[config.mk]
export PLATFORM = sky130hd
export DESIGN_NAME = lsi_core
export DESIGN_NICKNAME = d
export VERILOG_FILES = /design/src/core/lsi_core.v /design/src/core/lsi_rx_filter.v /design/src/core/lsi_vec_prio.v
export VERILOG_INCLUDE_DIRS = /design/src /design/src/core
export SDC_FILE = /design/constraint.sdc
export NUM_CORES = 2
export LEC_CHECK = 0
export ABC_CLOCK_PERIOD_IN_PS = 15500
export BUFFER_PORTS_ARGS = -buffer_cell sky130_fd_sc_hd__buf_4
export CORE_ASPECT_RATIO = 1.1
export CORE_MARGIN = 3
export CORE_UTILIZATION = 30
export DETAILED_ROUTE_END_ITERATION = 12
export PLACE_DENSITY = 0.55
export SLEW_MARGIN = 20
export SYNTH_ARGS = -nofsm -noshare
export SYNTH_HDL_FRONTEND = slang
export SYNTH_SLANG_ARGS = --single-unit
[constraint.sdc]
create_clock -name clock -period 15.5 [get_ports clock]
set_clock_uncertainty 0.15 [all_clocks]
set_input_delay 1.55 -clock clock [delete_from_list [all_inputs] [get_ports clock]]
set_output_delay 1.55 -clock clock [all_outputs]
set_load 0.02 [all_outputs]
[src/core/lsi_map.vh]
`ifndef LSI_MAP_VH
`define LSI_MAP_VH

// register byte offsets
`define LSI_A_CTRL     12'h000
`define LSI_A_VEC      12'h004
`define LSI_A_BTH      12'h008
`define LSI_A_BTL      12'h00C
`define LSI_A_IDD      12'h010
`define LSI_A_DLC      12'h014
// frame buffer page: 0x100 + 4*index
`define LSI_A_BUF      4'h1

// control register fields
`define LSI_C_BTM      0
`define LSI_C_BIT_ERROR_DETECT_DISABLE     1
`define LSI_C_IE       2
`define LSI_C_WAIT     3

// data length register fields
`define LSI_D_CHK      6
`define LSI_D_GO       7

// source numbers, equal to priority; vector = source * 4
`define LSI_S_TXDONE   3
`define LSI_S_TXE      4
`define LSI_S_RXF      5
`define LSI_S_IDR      6
`define LSI_S_CHK      7
`define LSI_S_OVR      8
`define LSI_S_BERR     9
`define LSI_S_FRM      10
`define LSI_S_IDP      11
`define LSI_S_WAKE     15

// reset values and counts
`define LSI_BT_RESET   16'h0823
`define LSI_BRK_MULT   5'h0B
`define LSI_SYNC_FALLS 3'h4
`define LSI_STOP_BIT   4'h9
`define LSI_FILT_MAX   4'hF

`endif

[src/core/lsi_core.v]
`timescale 1ns/1ps
`include "lsi_map.vh"

module lsi_core
#(
  parameter AW = 12
)
(
  input  wire          clock,    // interface clock, 20 MHz
  input  wire          reset,    // synchronous, active high
  input  wire          psel,     // apb select
  input  wire          penable,  // apb enable
  input  wire          pwrite,   // apb direction
  input  wire [AW-1:0] paddr,    // apb byte address
  input  wire [31:0]   pwdata,   // apb write data
  output wire [31:0]   prdata,   // apb read data
  output wire          pready,   // apb ready
  output wire          pslverr,  // apb error on unmapped address
  input  wire          lin_rx,   // bus receive pin
  output wire          lin_tx,   // bus transmit pin, high is recessive
  output wire          lin_irq   // processor interrupt, active high
);

  localparam [2:0] ST_IDLE = 3'h0;
  localparam [2:0] ST_SYNC = 3'h1;
  localparam [2:0] ST_ID   = 3'h2;
  localparam [2:0] ST_WSW  = 3'h3;
  localparam [2:0] ST_RXD  = 3'h4;
  localparam [2:0] ST_TXD  = 3'h5;

  reg  [31:0] prdata_ff;
  reg  [3:0]  ctrl_ff;
  reg  [7:0]  bth_ff;
  reg  [15:0] bt_ff;
  reg  [7:0]  dlc_ff;
  reg  [7:0]  idrx_ff;
  reg         rd_done_ff;
  reg  [15:0] pend_ff;
  reg  [2:0]  state_ff;
  reg  [6:0]  idx_ff;
  reg  [7:0]  chk_ff;
  reg  [18:0] sync_cnt_ff;
  reg  [2:0]  falls_ff;
  reg         tx_kick_ff;
  reg  [7:0]  tx_kbyte_ff;
  reg  [7:0]  buf_mem [0:63];
  reg         rxf_d_ff;
  reg  [20:0] low_cnt_ff;
  reg         brk_seen_ff;
  reg         tx_busy_ff;
  reg  [9:0]  tx_sh_ff;
  reg  [15:0] tx_dn_ff;
  reg  [3:0]  tx_n_ff;
  reg         tx_done_ff;
  reg         tx_berr_ff;
  reg         rx_busy_ff;
  reg  [15:0] rx_dn_ff;
  reg  [3:0]  rx_n_ff;
  reg  [8:0]  rx_sh_ff;
  reg         rx_done_ff;
  reg  [31:0] rd_mux;
  reg  [15:0] set_vec;
  reg  [15:0] clr_vec;

  wire        rxf;
  wire [3:0]  cur_idx;
  wire [7:0]  vec   = {2'b00, cur_idx, 2'b00};
  wire        byte_transfer_mode   = ctrl_ff[`LSI_C_BTM];
  wire        bit_error_detect_disable  = ctrl_ff[`LSI_C_BIT_ERROR_DETECT_DISABLE];
  wire [15:0] half  = {1'b0, bt_ff[15:1]};
  wire [15:0] bt_m1 = bt_ff - 16'h0001;
  wire        fall  = rxf_d_ff & ~rxf;
  wire        rise  = ~rxf_d_ff & rxf;

  wire        apb_wr  = psel & penable & pwrite;
  wire        apb_rd  = psel & penable & ~pwrite;
  wire        buf_hit = paddr[11:8] == `LSI_A_BUF;
  wire        reg_hit = (paddr == `LSI_A_CTRL) | (paddr == `LSI_A_VEC) |
                        (paddr == `LSI_A_BTH) | (paddr == `LSI_A_BTL) |
                        (paddr == `LSI_A_IDD) | (paddr == `LSI_A_DLC);

  wire [6:0]  len     = (dlc_ff[5:0] == 6'h00) ? 7'h40 : {1'b0, dlc_ff[5:0]};
  wire [7:0]  rx_byte = rx_sh_ff[7:0];
  wire        rx_frm  = ~rx_sh_ff[8];
  wire        rx_ok   = rx_done_ff & ~rx_frm;
  wire        in_id   = ~byte_transfer_mode & (state_ff == ST_ID);
  wire        in_rxd  = ~byte_transfer_mode & (state_ff == ST_RXD);
  wire        in_txd  = ~byte_transfer_mode & (state_ff == ST_TXD);
  wire        rx_en   = ~tx_busy_ff & (byte_transfer_mode | in_id | in_rxd);
  wire        par_ok  = rx_byte[7:6] ==
                        {~(rx_byte[1] ^ rx_byte[3] ^ rx_byte[4] ^ rx_byte[5]),
                         rx_byte[0] ^ rx_byte[1] ^ rx_byte[2] ^ rx_byte[4]};
  wire        last    = idx_ff == len;
  wire        rxd_dat = in_rxd & rx_ok & ~last;
  wire        rxd_chk = in_rxd & rx_ok & last;
  wire        chk_ok  = rx_byte == ~chk_ff;
  wire        ovr     = pend_ff[`LSI_S_RXF] & ~rd_done_ff;
  wire        wake_ev = ctrl_ff[`LSI_C_WAIT] & fall;
  wire [20:0] brk_min = bt_ff * `LSI_BRK_MULT;
  wire        dlc_wr  = apb_wr & (paddr == `LSI_A_DLC);
  wire        idd_wr  = apb_wr & (paddr == `LSI_A_IDD);
  wire [7:0]  chk_ini = pwdata[`LSI_D_CHK] ? idrx_ff : 8'h00;

  function [7:0] csum;
    input [7:0] a;
    input [7:0] b;
    reg   [8:0] s;
    begin
      s    = {1'b0, a} + {1'b0, b};
      csum = s[7:0] + {7'h00, s[8]};
    end
  endfunction

  lsi_rx_filter u_filt
  (
    .clock   (clock),
    .reset   (reset),
    .raw_in  (lin_rx),
    .filt_ff (rxf)
  );

  lsi_vec_prio u_prio
  (
    .pend_in (pend_ff),
    .idx_out (cur_idx)
  );

  // apb: read data captured in setup, answered with no wait state
  assign pready  = psel & penable;
  assign pslverr = psel & penable & ~(buf_hit | reg_hit);
  assign prdata  = prdata_ff;
  assign lin_tx  = tx_sh_ff[0];
  assign lin_irq = ctrl_ff[`LSI_C_IE] & (cur_idx != 4'h0);

  always @*
  begin
    rd_mux = 32'h0000_0000;
    case (paddr)
      `LSI_A_CTRL: rd_mux = {28'h000_0000, ctrl_ff};
      `LSI_A_VEC:  rd_mux = {24'h00_0000, vec};
      `LSI_A_BTH:  rd_mux = {24'h00_0000, bt_ff[15:8]};
      `LSI_A_BTL:  rd_mux = {24'h00_0000, bt_ff[7:0]};
      `LSI_A_IDD:  rd_mux = {24'h00_0000, idrx_ff};
      `LSI_A_DLC:  rd_mux = {24'h00_0000, dlc_ff};
      default:
        if (buf_hit)
          rd_mux = {24'h00_0000, buf_mem[paddr[7:2]]};
    endcase
  end

  always @(posedge clock)
  begin
    if (reset)
      prdata_ff <= 32'h0000_0000;
    else if (psel && !penable && !pwrite)
      prdata_ff <= rd_mux;
  end

  // event sources
  always @*
  begin
    set_vec = 16'h0000;
    set_vec[`LSI_S_TXE]    = byte_transfer_mode & tx_done_ff;
    set_vec[`LSI_S_RXF]    = (byte_transfer_mode & rx_ok & ~ovr) | (rxd_chk & chk_ok);
    set_vec[`LSI_S_OVR]    = byte_transfer_mode & rx_ok & ovr;
    set_vec[`LSI_S_FRM]    = rx_done_ff & rx_frm & (byte_transfer_mode | in_id | in_rxd);
    set_vec[`LSI_S_IDP]    = in_id & rx_ok & ~par_ok;
    set_vec[`LSI_S_IDR]    = in_id & rx_ok & par_ok;
    set_vec[`LSI_S_CHK]    = rxd_chk & ~chk_ok;
    set_vec[`LSI_S_BERR]   = tx_berr_ff;
    set_vec[`LSI_S_TXDONE] = in_txd & tx_done_ff & (idx_ff > len);
    set_vec[`LSI_S_WAKE]   = wake_ev;
  end

  always @*
  begin
    clr_vec = 16'h0000;
    if (apb_wr && paddr == `LSI_A_VEC)
      clr_vec[cur_idx] = 1'b1;
    // receive full needs data read first
    if (cur_idx == `LSI_S_RXF && !rd_done_ff)
      clr_vec[`LSI_S_RXF] = 1'b0;
  end

  always @(posedge clock)
  begin
    if (reset)
    begin
      pend_ff    <= 16'h0000;
      rd_done_ff <= 1'b0;
      idrx_ff    <= 8'h00;
    end
    else
    begin
      pend_ff <= ((pend_ff & ~clr_vec) | set_vec) & 16'hFFFE;
      if (set_vec[`LSI_S_RXF])
        rd_done_ff <= 1'b0;
      else if (apb_rd && paddr == `LSI_A_IDD)
        rd_done_ff <= 1'b1;
      if ((byte_transfer_mode && rx_ok && !ovr) || (in_id && rx_ok && par_ok))
        idrx_ff <= rx_byte;
    end
  end

  always @(posedge clock)
  begin
    if (rxd_dat)
      buf_mem[idx_ff[5:0]] <= rx_byte;
    else if (apb_wr && buf_hit)
      buf_mem[paddr[7:2]] <= pwdata[7:0];
  end

  // break detection from a long low level
  always @(posedge clock)
  begin
    if (reset)
    begin
      rxf_d_ff    <= 1'b1;
      low_cnt_ff  <= 21'h00_0000;
      brk_seen_ff <= 1'b0;
    end
    else
    begin
      rxf_d_ff <= rxf;
      if (rxf)
        low_cnt_ff <= 21'h00_0000;
      else if (low_cnt_ff != 21'h1F_FFFF)
        low_cnt_ff <= low_cnt_ff + 21'h00_0001;
      if (rise)
        brk_seen_ff <= 1'b0;
      else if (!rxf && low_cnt_ff >= brk_min)
        brk_seen_ff <= 1'b1;
    end
  end

  // control registers and frame sequencer
  always @(posedge clock)
  begin
    if (reset)
    begin
      ctrl_ff     <= 4'h0;
      bth_ff      <= 8'h00;
      bt_ff       <= `LSI_BT_RESET;
      dlc_ff      <= 8'h00;
      state_ff    <= ST_IDLE;
      idx_ff      <= 7'h00;
      chk_ff      <= 8'h00;
      sync_cnt_ff <= 19'h0_0000;
      falls_ff    <= 3'h0;
      tx_kick_ff  <= 1'b0;
      tx_kbyte_ff <= 8'h00;
    end
    else
    begin
      tx_kick_ff <= 1'b0;
      if (apb_wr && paddr == `LSI_A_CTRL)
        ctrl_ff <= pwdata[3:0];
      else if (wake_ev)
        ctrl_ff[`LSI_C_WAIT] <= 1'b0;
      if (apb_wr && paddr == `LSI_A_BTH)
        bth_ff <= pwdata[7:0];
      if (apb_wr && paddr == `LSI_A_BTL)
        bt_ff <= {bth_ff, pwdata[7:0]};
      if (dlc_wr)
        dlc_ff <= pwdata[7:0];
      if (byte_transfer_mode)
      begin
        state_ff <= ST_IDLE;
        if (idd_wr && !tx_busy_ff)
        begin
          tx_kick_ff  <= 1'b1;
          tx_kbyte_ff <= pwdata[7:0];
        end
      end
      else if (brk_seen_ff && rise)
      begin
        state_ff    <= ST_SYNC;
        falls_ff    <= 3'h0;
        sync_cnt_ff <= 19'h0_0000;
      end
      else
      begin
        case (state_ff)
          ST_IDLE:
            idx_ff <= 7'h00;
          ST_SYNC:
          begin
            sync_cnt_ff <= sync_cnt_ff + 19'h0_0001;
            if (fall)
            begin
              falls_ff <= falls_ff + 3'h1;
              if (falls_ff == 3'h0)
                sync_cnt_ff <= 19'h0_0001;
              // eight bits between first and fifth edge
              if (falls_ff == `LSI_SYNC_FALLS)
              begin
                bt_ff    <= sync_cnt_ff[18:3];
                state_ff <= ST_ID;
              end
            end
          end
          ST_ID:
            if (rx_done_ff)
              state_ff <= (rx_ok && par_ok) ? ST_WSW : ST_IDLE;
          ST_WSW:
            if (dlc_wr)
            begin
              idx_ff <= 7'h00;
              chk_ff <= chk_ini;
              if (pwdata[`LSI_D_GO])
              begin
                state_ff    <= ST_TXD;
                tx_kick_ff  <= 1'b1;
                tx_kbyte_ff <= buf_mem[0];
                chk_ff      <= csum(chk_ini, buf_mem[0]);
                idx_ff      <= 7'h01;
              end
              else
                state_ff <= ST_RXD;
            end
          ST_RXD:
            if (rxd_dat)
            begin
              chk_ff <= csum(chk_ff, rx_byte);
              idx_ff <= idx_ff + 7'h01;
            end
            else if (rx_done_ff)
              state_ff <= ST_IDLE;
          ST_TXD:
            if (tx_berr_ff)
            begin
              state_ff            <= ST_IDLE;
              dlc_ff[`LSI_D_GO]   <= 1'b0;
            end
            else if (tx_done_ff)
            begin
              idx_ff <= idx_ff + 7'h01;
              if (idx_ff < len)
              begin
                tx_kick_ff  <= 1'b1;
                tx_kbyte_ff <= buf_mem[idx_ff[5:0]];
                chk_ff      <= csum(chk_ff, buf_mem[idx_ff[5:0]]);
              end
              else if (last)
              begin
                tx_kick_ff  <= 1'b1;
                tx_kbyte_ff <= ~chk_ff;
              end
              else
              begin
                state_ff          <= ST_IDLE;
                dlc_ff[`LSI_D_GO] <= 1'b0;
              end
            end
          default:
            state_ff <= ST_IDLE;
        endcase
      end
    end
  end

  // transmitter: start, 8 data lsb first, stop
  always @(posedge clock)
  begin
    if (reset)
    begin
      tx_busy_ff <= 1'b0;
      tx_sh_ff   <= 10'h3FF;
      tx_dn_ff   <= 16'h0000;
      tx_n_ff    <= 4'h0;
      tx_done_ff <= 1'b0;
      tx_berr_ff <= 1'b0;
    end
    else
    begin
      tx_done_ff <= 1'b0;
      tx_berr_ff <= 1'b0;
      if (tx_kick_ff)
      begin
        tx_busy_ff <= 1'b1;
        tx_sh_ff   <= {1'b1, tx_kbyte_ff, 1'b0};
        tx_dn_ff   <= bt_m1;
        tx_n_ff    <= 4'h0;
      end
      else if (tx_busy_ff)
      begin
        if (!bit_error_detect_disable && tx_dn_ff == half && rxf != tx_sh_ff[0])
        begin
          tx_busy_ff <= 1'b0;
          tx_sh_ff   <= 10'h3FF;
          tx_berr_ff <= 1'b1;
        end
        else if (tx_dn_ff == 16'h0000)
        begin
          tx_dn_ff <= bt_m1;
          tx_n_ff  <= tx_n_ff + 4'h1;
          tx_sh_ff <= {1'b1, tx_sh_ff[9:1]};
          if (tx_n_ff == `LSI_STOP_BIT)
          begin
            tx_busy_ff <= 1'b0;
            tx_sh_ff   <= 10'h3FF;
            tx_done_ff <= 1'b1;
          end
        end
        else
          tx_dn_ff <= tx_dn_ff - 16'h0001;
      end
    end
  end

  // receiver
  always @(posedge clock)
  begin
    if (reset)
    begin
      rx_busy_ff <= 1'b0;
      rx_dn_ff   <= 16'h0000;
      rx_n_ff    <= 4'h0;
      rx_sh_ff   <= 9'h1FF;
      rx_done_ff <= 1'b0;
    end
    else
    begin
      rx_done_ff <= 1'b0;
      if (!rx_busy_ff)
      begin
        // first sample half a bit after the edge
        if (fall && rx_en)
        begin
          rx_busy_ff <= 1'b1;
          rx_dn_ff   <= half;
          rx_n_ff    <= 4'h0;
        end
      end
      else if (rx_dn_ff == 16'h0000)
      begin
        rx_dn_ff <= bt_m1;
        rx_n_ff  <= rx_n_ff + 4'h1;
        if (rx_n_ff == 4'h0)
        begin
          if (rxf)
            rx_busy_ff <= 1'b0;
        end
        else
        begin
          rx_sh_ff <= {rxf, rx_sh_ff[8:1]};
          if (rx_n_ff == `LSI_STOP_BIT)
          begin
            rx_busy_ff <= 1'b0;
            rx_done_ff <= 1'b1;
          end
        end
      end
      else if (fall)
        rx_dn_ff <= half;
      else
        rx_dn_ff <= rx_dn_ff - 16'h0001;
    end
  end

endmodule

[src/core/lsi_rx_filter.v]
`timescale 1ns/1ps
`include "lsi_map.vh"

module lsi_rx_filter
#(
  parameter CW = 4
)
(
  input  wire          clock,    // interface clock
  input  wire          reset,    // synchronous, active high
  input  wire          raw_in,   // bus receive pin
  output reg           filt_ff   // filtered receive level
);

  localparam [CW-1:0] CMAX = `LSI_FILT_MAX;

  reg  [CW-1:0] cnt_ff;
  reg  [CW-1:0] nxt_cnt;

  always @*
  begin
    nxt_cnt = cnt_ff;
    if (raw_in && cnt_ff != CMAX)
      nxt_cnt = cnt_ff + {{(CW-1){1'b0}}, 1'b1};
    else if (!raw_in && cnt_ff != {CW{1'b0}})
      nxt_cnt = cnt_ff - {{(CW-1){1'b0}}, 1'b1};
  end

  always @(posedge clock)
  begin
    if (reset)
    begin
      cnt_ff  <= CMAX;
      filt_ff <= 1'b1;
    end
    else
    begin
      cnt_ff <= nxt_cnt;
      if (nxt_cnt == CMAX)
        filt_ff <= 1'b1;
      else if (nxt_cnt == {CW{1'b0}})
        filt_ff <= 1'b0;
    end
  end

endmodule

[src/core/lsi_vec_prio.v]
`timescale 1ns/1ps

module lsi_vec_prio
(
  input  wire [15:0] pend_in,   // pending sources, bit n = priority n
  output reg  [3:0]  idx_out    // highest pending source, 0 when none
);

  integer i;

  always @*
  begin
    idx_out = 4'h0;
    for (i = 1; i < 16; i = i + 1)
      if (pend_in[i])
        idx_out = i[3:0];
  end

endmodule

* Word level (Yosys, flattened, before mapping)
Memories as Yosys holds them, arrays and structs flattened. A register that Yosys moved wholly into a read port is not among the register bits. Cells that the tools add are included.
Storage, ports and cells: word-level logic and storage cells 397, memories kept 1, register bits after elaboration 234, bits of input ports 50, output and inout port bits 36, memory bits (writable) 512
Memory list:
- buf_mem | depth 64, bits a word 8, read ports 3, clocked after memory_dff 1, wr ports 1, line lsi_core.v:46 | reg [7:0] buf_mem [0:63];
Operators by class: multipliers 1, bitwise operators 71, order comparisons 5, eq/ne operators 55, muxes and demuxes 135, reduce and logical (&&, ||, !) cells 76, add/subtract/negate cells 17
Operator list (count):
- two-way mux 16 bit | 15
- two-way mux 8 bit | 19
- two-way mux 19 bit | 4
- two-way mux 4 bit | 13
- two-way mux 3 bit | 17
- one-hot mux 8 bit (6 select lines) | 1
- subtractor 16 x 1 -> 16 bit (second input constant) | 3
- two-way mux 1 bit | 44
- two-way mux 7 bit | 5
- AND 1 bit | 32
- logical NOT 16 bit | 2
- != test 3 bit (second input constant) | 10
- one-hot mux 7 bit (4 select lines) | 1
- adder 8 x 8 -> 9 bit | 3
- two-way mux 9 bit | 3
- adder 8 x 1 -> 8 bit | 3
- == test 12 x 4 -> 1 bit (second input constant) | 2
- == test 12 x 5 -> 1 bit (second input constant) | 2
- != test 2 bit (second input constant) | 12
- one-hot mux 8 bit (3 select lines) | 1
- logical AND 1 bit | 23
- adder 21 x 1 -> 21 bit (second input constant) | 1
- greater-or-equal comparator 21 x 20 -> 1 bit | 1
- != test 21 bit (second input constant) | 1
- other kinds (59) | 142

* Logic depth before layout (Yosys ltp)
depth after elaboration 24, mapped depth 25, mapped depth without buffers 22

* Hierarchy
A second synthesis with hierarchy kept.
Second synthesis, totals: cell total of the unflattened synthesis 2958, area, all modules 38998.7 um^2
By module, submodules not included:
- lsi_core | instances 1, seq. area each 19558.8 um^2, cells an instance 2889, area an instance 38455.6 um^2
- lsi_rx_filter | instances 1, seq. area each 100.1 um^2, cells an instance 44, area an instance 401.6 um^2
- lsi_vec_prio | instances 1, seq. area each 0.0 um^2, cells an instance 25, area an instance 141.4 um^2

* Worst setup path after synthesis
Ideal clock, no wire load.
path type input port to flip-flop, from input paddr[9], to memory buf_mem[0][7], data pin, data arrival time 5253 ps, cell stages on the path 6, data required time 14648 ps, path buffers 2, path slack 9395 ps, library setup time 702 ps, path through nor3_1 -> and2_1 -> clkbuf_1 -> nand3_1 -> clkbuf_1 -> o21ai_0
On the way: longest elaborated chain between the ends 7
RTL lines:
- start, declared | line lsi_core.v:14 | input wire [AW-1:0] paddr,
- == test 4 x 1 -> 1 bit (no line)
- logical AND 1 bit | line lsi_core.v:209 | else if (apb_wr && buf_hit)
- two-way mux 1 bit | line lsi_core.v:209
- two-way mux 1 bit | line lsi_core.v:207 | if (rxd_dat)
- two-way mux 1 bit (implied by the code) | line lsi_core.v:210 | buf_mem[paddr[7:2]] <= pwdata[7:0];
- OR reduction 8 bit (no line)
- two-way mux 8 bit (no line)
- end, declared | line lsi_core.v:46
No other way between the ends.

==> run metrics <==
H-Tree Level Count 3; die width 349 um; share of synthesized registers carrying an async set or reset 0%; top-count cell post-synth sky130_fd_sc_hd__edfxtp_1; critical path class flop to flop; power density of the placed cells 95.3 mW/mm^2; routed wirelength normalized by instance count 22.7 um; Buffers on Ports 37; floorplan core area 0.128 sq mm; critical path, cell by cell buf_4, buf_4, mux4_2, mux2_2, o22a_1, o2111ai_1, o21ai_1, ha_1, inv_1, fa_1, nor2b_1, o31a_1, o31a_1, o21ai_0, nand2b_1, ha_1, ha_1, or2_2, a31oi_1, a21oi_1, mux2i_1, nor2_1; final HPWL from detailed placement 73,600 um; Tmin final 7.11 ns; number of clock buffers inserted by TritonCTS 85; number of buffers inserted by hold repair at cts 0; clock tree from TritonCTS built; starting utilization of the core area 30.4%; clock net sink count 726; number of register bits inferred by synthesis 726; worst-case headroom to the max-slew limit 27.3%; total chip power 4140 uW; Worst IR Drop VDD 67.0 uV; Worst setup EP type flop; Final TNS setup 0 ns; detailed-router iteration count before antenna repair 5; library cell used as clock root buffer sky130_fd_sc_hd__clkbuf_16; Seq/Total Area, Yosys 50.6%; buffers inserted during post-CTS setup optimization 0; Startpoint Class flop; first-pass GRT wire length 164,000 um; final setup violating endpoints 0; cts repair resizes 0; Via density 5.38; Iteration-0 DRC Markers 2,226; share of post-route cells with drive strength above 1 18.3%; Reg clk slew, reported paths 0.06 ns; number of nets in the layout 3,178; total global routing track utilization 16.0%; overflow left after global routing 0; minimum hold slack 0.302 ns; portion of the clock cycle consumed by the worst path in the final layout 45.9%; Worst EP arrival 7.48 ns; Routability Congestion 0.890; final hold violations 0; top achievable clock speed 141 MHz; Static Leak 0.0125 uW; cell type of the slowest stage on the worst timing path sky130_fd_sc_hd__buf_4; top cells by count, synth 512 x sky130_fd_sc_hd__edfxtp_1, 320 x sky130_fd_sc_hd__mux4_2, 297 x sky130_fd_sc_hd__nor2_1; top cell type by total area after synthesis sky130_fd_sc_hd__edfxtp_1; portion of synthesized cell area occupied by the leading cell type 39.6%; number of top-level pins 86; final routed DRC violation total 0; vertical die dimension 383 um; number of antenna violations at the first check in global routing 1; CP peak stage delay 0.80 ns; number of enable-type register cells in the synthesized netlist 512; max-capacitance violation count 0; via count of the first global-routing pass 25,400; area of the die 0.134 sq mm; number of nets with antenna violations after detailed routing 0; layout-stage area growth over the synthesis result 11.9%; worst endpoint required time 15.86 ns; biggest fanout along the worst timing path 40; number of cells in the design after placement 4,581; class of the worst hold path flop to flop; mean instance size in the synthesized netlist 12.9 sq um; # diodes 0; setup repair after global routing missed its margin no; netlist area before placement 0.0388 sq mm; num rows 137; status finished, final reports clean; dominant synthesized flop cell sky130_fd_sc_hd__edfxtp_1; cell types with the largest area share after synthesis sky130_fd_sc_hd__edfxtp_1 40%, sky130_fd_sc_hd__mux4_2 19%, sky130_fd_sc_hd__dfxtp_1 11%; Gate Count Post-Synth 3,020; most frequent cell on the critical path sky130_fd_sc_hd__ha_1; vias after detailed routing 25,400; largest net degree at the start of global routing 74; final slew viol count 0; Synth Warn # 0; worst slew pin tran 1.09 ns; count of distinct cell types in the synthesized netlist 82; clock network latency to the later pin of the worst-skew pair 0.65 ns; number of buffers between clock root and the deepest sink 3; total wire length 107,000 um; Final Instance Count excl. Fillers 4,734
-- layer usage --
| layer | vias to the layer above | routed length (um) | global-route usage, % |
|---|---|---|---|
| li1 | 11700 | - | - |
| met1 | 12900 | 47300 | 22.0 |
| met2 | 748 | 50900 | 26.1 |
| met3 | 164 | 5890 | 2.33 |
| met4 | 2 | 3250 | 5.08 |
| met5 | - | 12 | 0 |
-- report_power, final --
group | leakage, uW | internal [uW] | total (uW) | switching [uW]
clock | 0.00132 | 1130 | 1960 | 822
combinational | 0.00631 | 45.2 | 126 | 80.6
sequential | 0.00490 | 2060 | 2060 | 5.35
total | 0.0125 | 3230 | 4140 | 908
-- layout make-up --
type | instances | area [sq um]
Tap cell | 1668 | 2090
Sequential cell | 726 | 19700
Clock buffer | 105 | 2240
Multi-Input combinational cell | 2026 | 18100
Fill cell | 12400 | 84200
Timing Repair Buffer | 78 | 597
Clock inverter | 48 | 465
Inverter | 83 | 312
-- kinds of logic (layout without fill, tap and decap cells) --
kind of cell | count (synthesis) | count (layout) | share of synthesized area [%]
flip-flops | 726 | 726 | 50.6
AO/OA/AOI/OAI | 496 | 496 | 8.14
adder cells (fa/ha/maj) | 128 | 128 | 4.43
multiplexers | 385 | 385 | 20.2
AND/OR/NAND/NOR | 876 | 876 | 10.6
other | 1 | 24 | 0.00965
XOR/XNOR | 117 | 117 | 2.74
buffers and inverters | 291 | 314 | 3.22
-- flip-flops by register name (all words and copies together), names as in the netlist, 7 cells and up, named ones only --
name,flops
buf_mem,512
low_cnt_ff,21
sync_cnt_ff,19
bt_ff,16
rx_dn_ff,16
tx_dn_ff,16
pend_ff,15
rx_sh_ff,9
tx_sh_ff,9
bth_ff,8
chk_ff,8
dlc_ff,8
idrx_ff,8
prdata,8
tx_kbyte_ff,8
idx_ff,7
-- worst paths after layout --
path	startpoint	end	slack, ns	cells after the start
min reg2reg	tx_kbyte_ff[5]	tx_kbyte_ff[5]	0.30	2
max	flop	chk_ff[2]	8.39	22
max reg2reg	flop	chk_ff[2]	8.39	22
min	tx_kbyte_ff[5]	tx_kbyte_ff[5]	0.30	2
-- critical path: cells and delay by family (launching register included) --
family | cells | cell delay [ns]
compound gates | 8 | 1.97
fa+ha+maj | 4 | 0.95
buf+inv | 3 | 1.61
flops | 1 | 0.71
mux | 3 | 1.02
simple gates | 4 | 0.52
-- stage by stage --
| step | instance area, sq um | util [%] | setup slack, ns |
|---|---|---|---|
| floorplan | 38900 | - | 9.39 |
| global placement | 40700 | 31.9 | 8.30 |
| detailed placement | 40700 | 31.9 | 8.31 |
| CTS | 43400 | 34.0 | 8.28 |
| global route | 43500 | 34.0 | 7.83 |
| finish | 43500 | 34.0 | 8.39 |
-- layout by cell type, fill, tap and decap left out, types with 24 or more instances in the layout --
master	instances
sky130_fd_sc_hd__buf_4	76
sky130_fd_sc_hd__nand4_1	24
sky130_fd_sc_hd__xor2_1	53
sky130_fd_sc_hd__mux2i_1	60
sky130_fd_sc_hd__a211oi_1	44
sky130_fd_sc_hd__conb_1	24
sky130_fd_sc_hd__nand3_1	82
sky130_fd_sc_hd__xnor2_1	61
sky130_fd_sc_hd__nand2_1	223
sky130_fd_sc_hd__dfxtp_1	210
sky130_fd_sc_hd__a31oi_1	27
sky130_fd_sc_hd__o21ai_0	78
sky130_fd_sc_hd__or3_1	36
sky130_fd_sc_hd__o21ai_1	32
sky130_fd_sc_hd__inv_1	77
sky130_fd_sc_hd__nand2b_1	26
sky130_fd_sc_hd__edfxtp_1	512
sky130_fd_sc_hd__clkbuf_16	86
sky130_fd_sc_hd__nor3_1	52
sky130_fd_sc_hd__mux4_2	320
sky130_fd_sc_hd__ha_1	112
sky130_fd_sc_hd__nor2_1	295
sky130_fd_sc_hd__a21oi_1	136
Note: power is estimated with default switching activity, not from simulation.
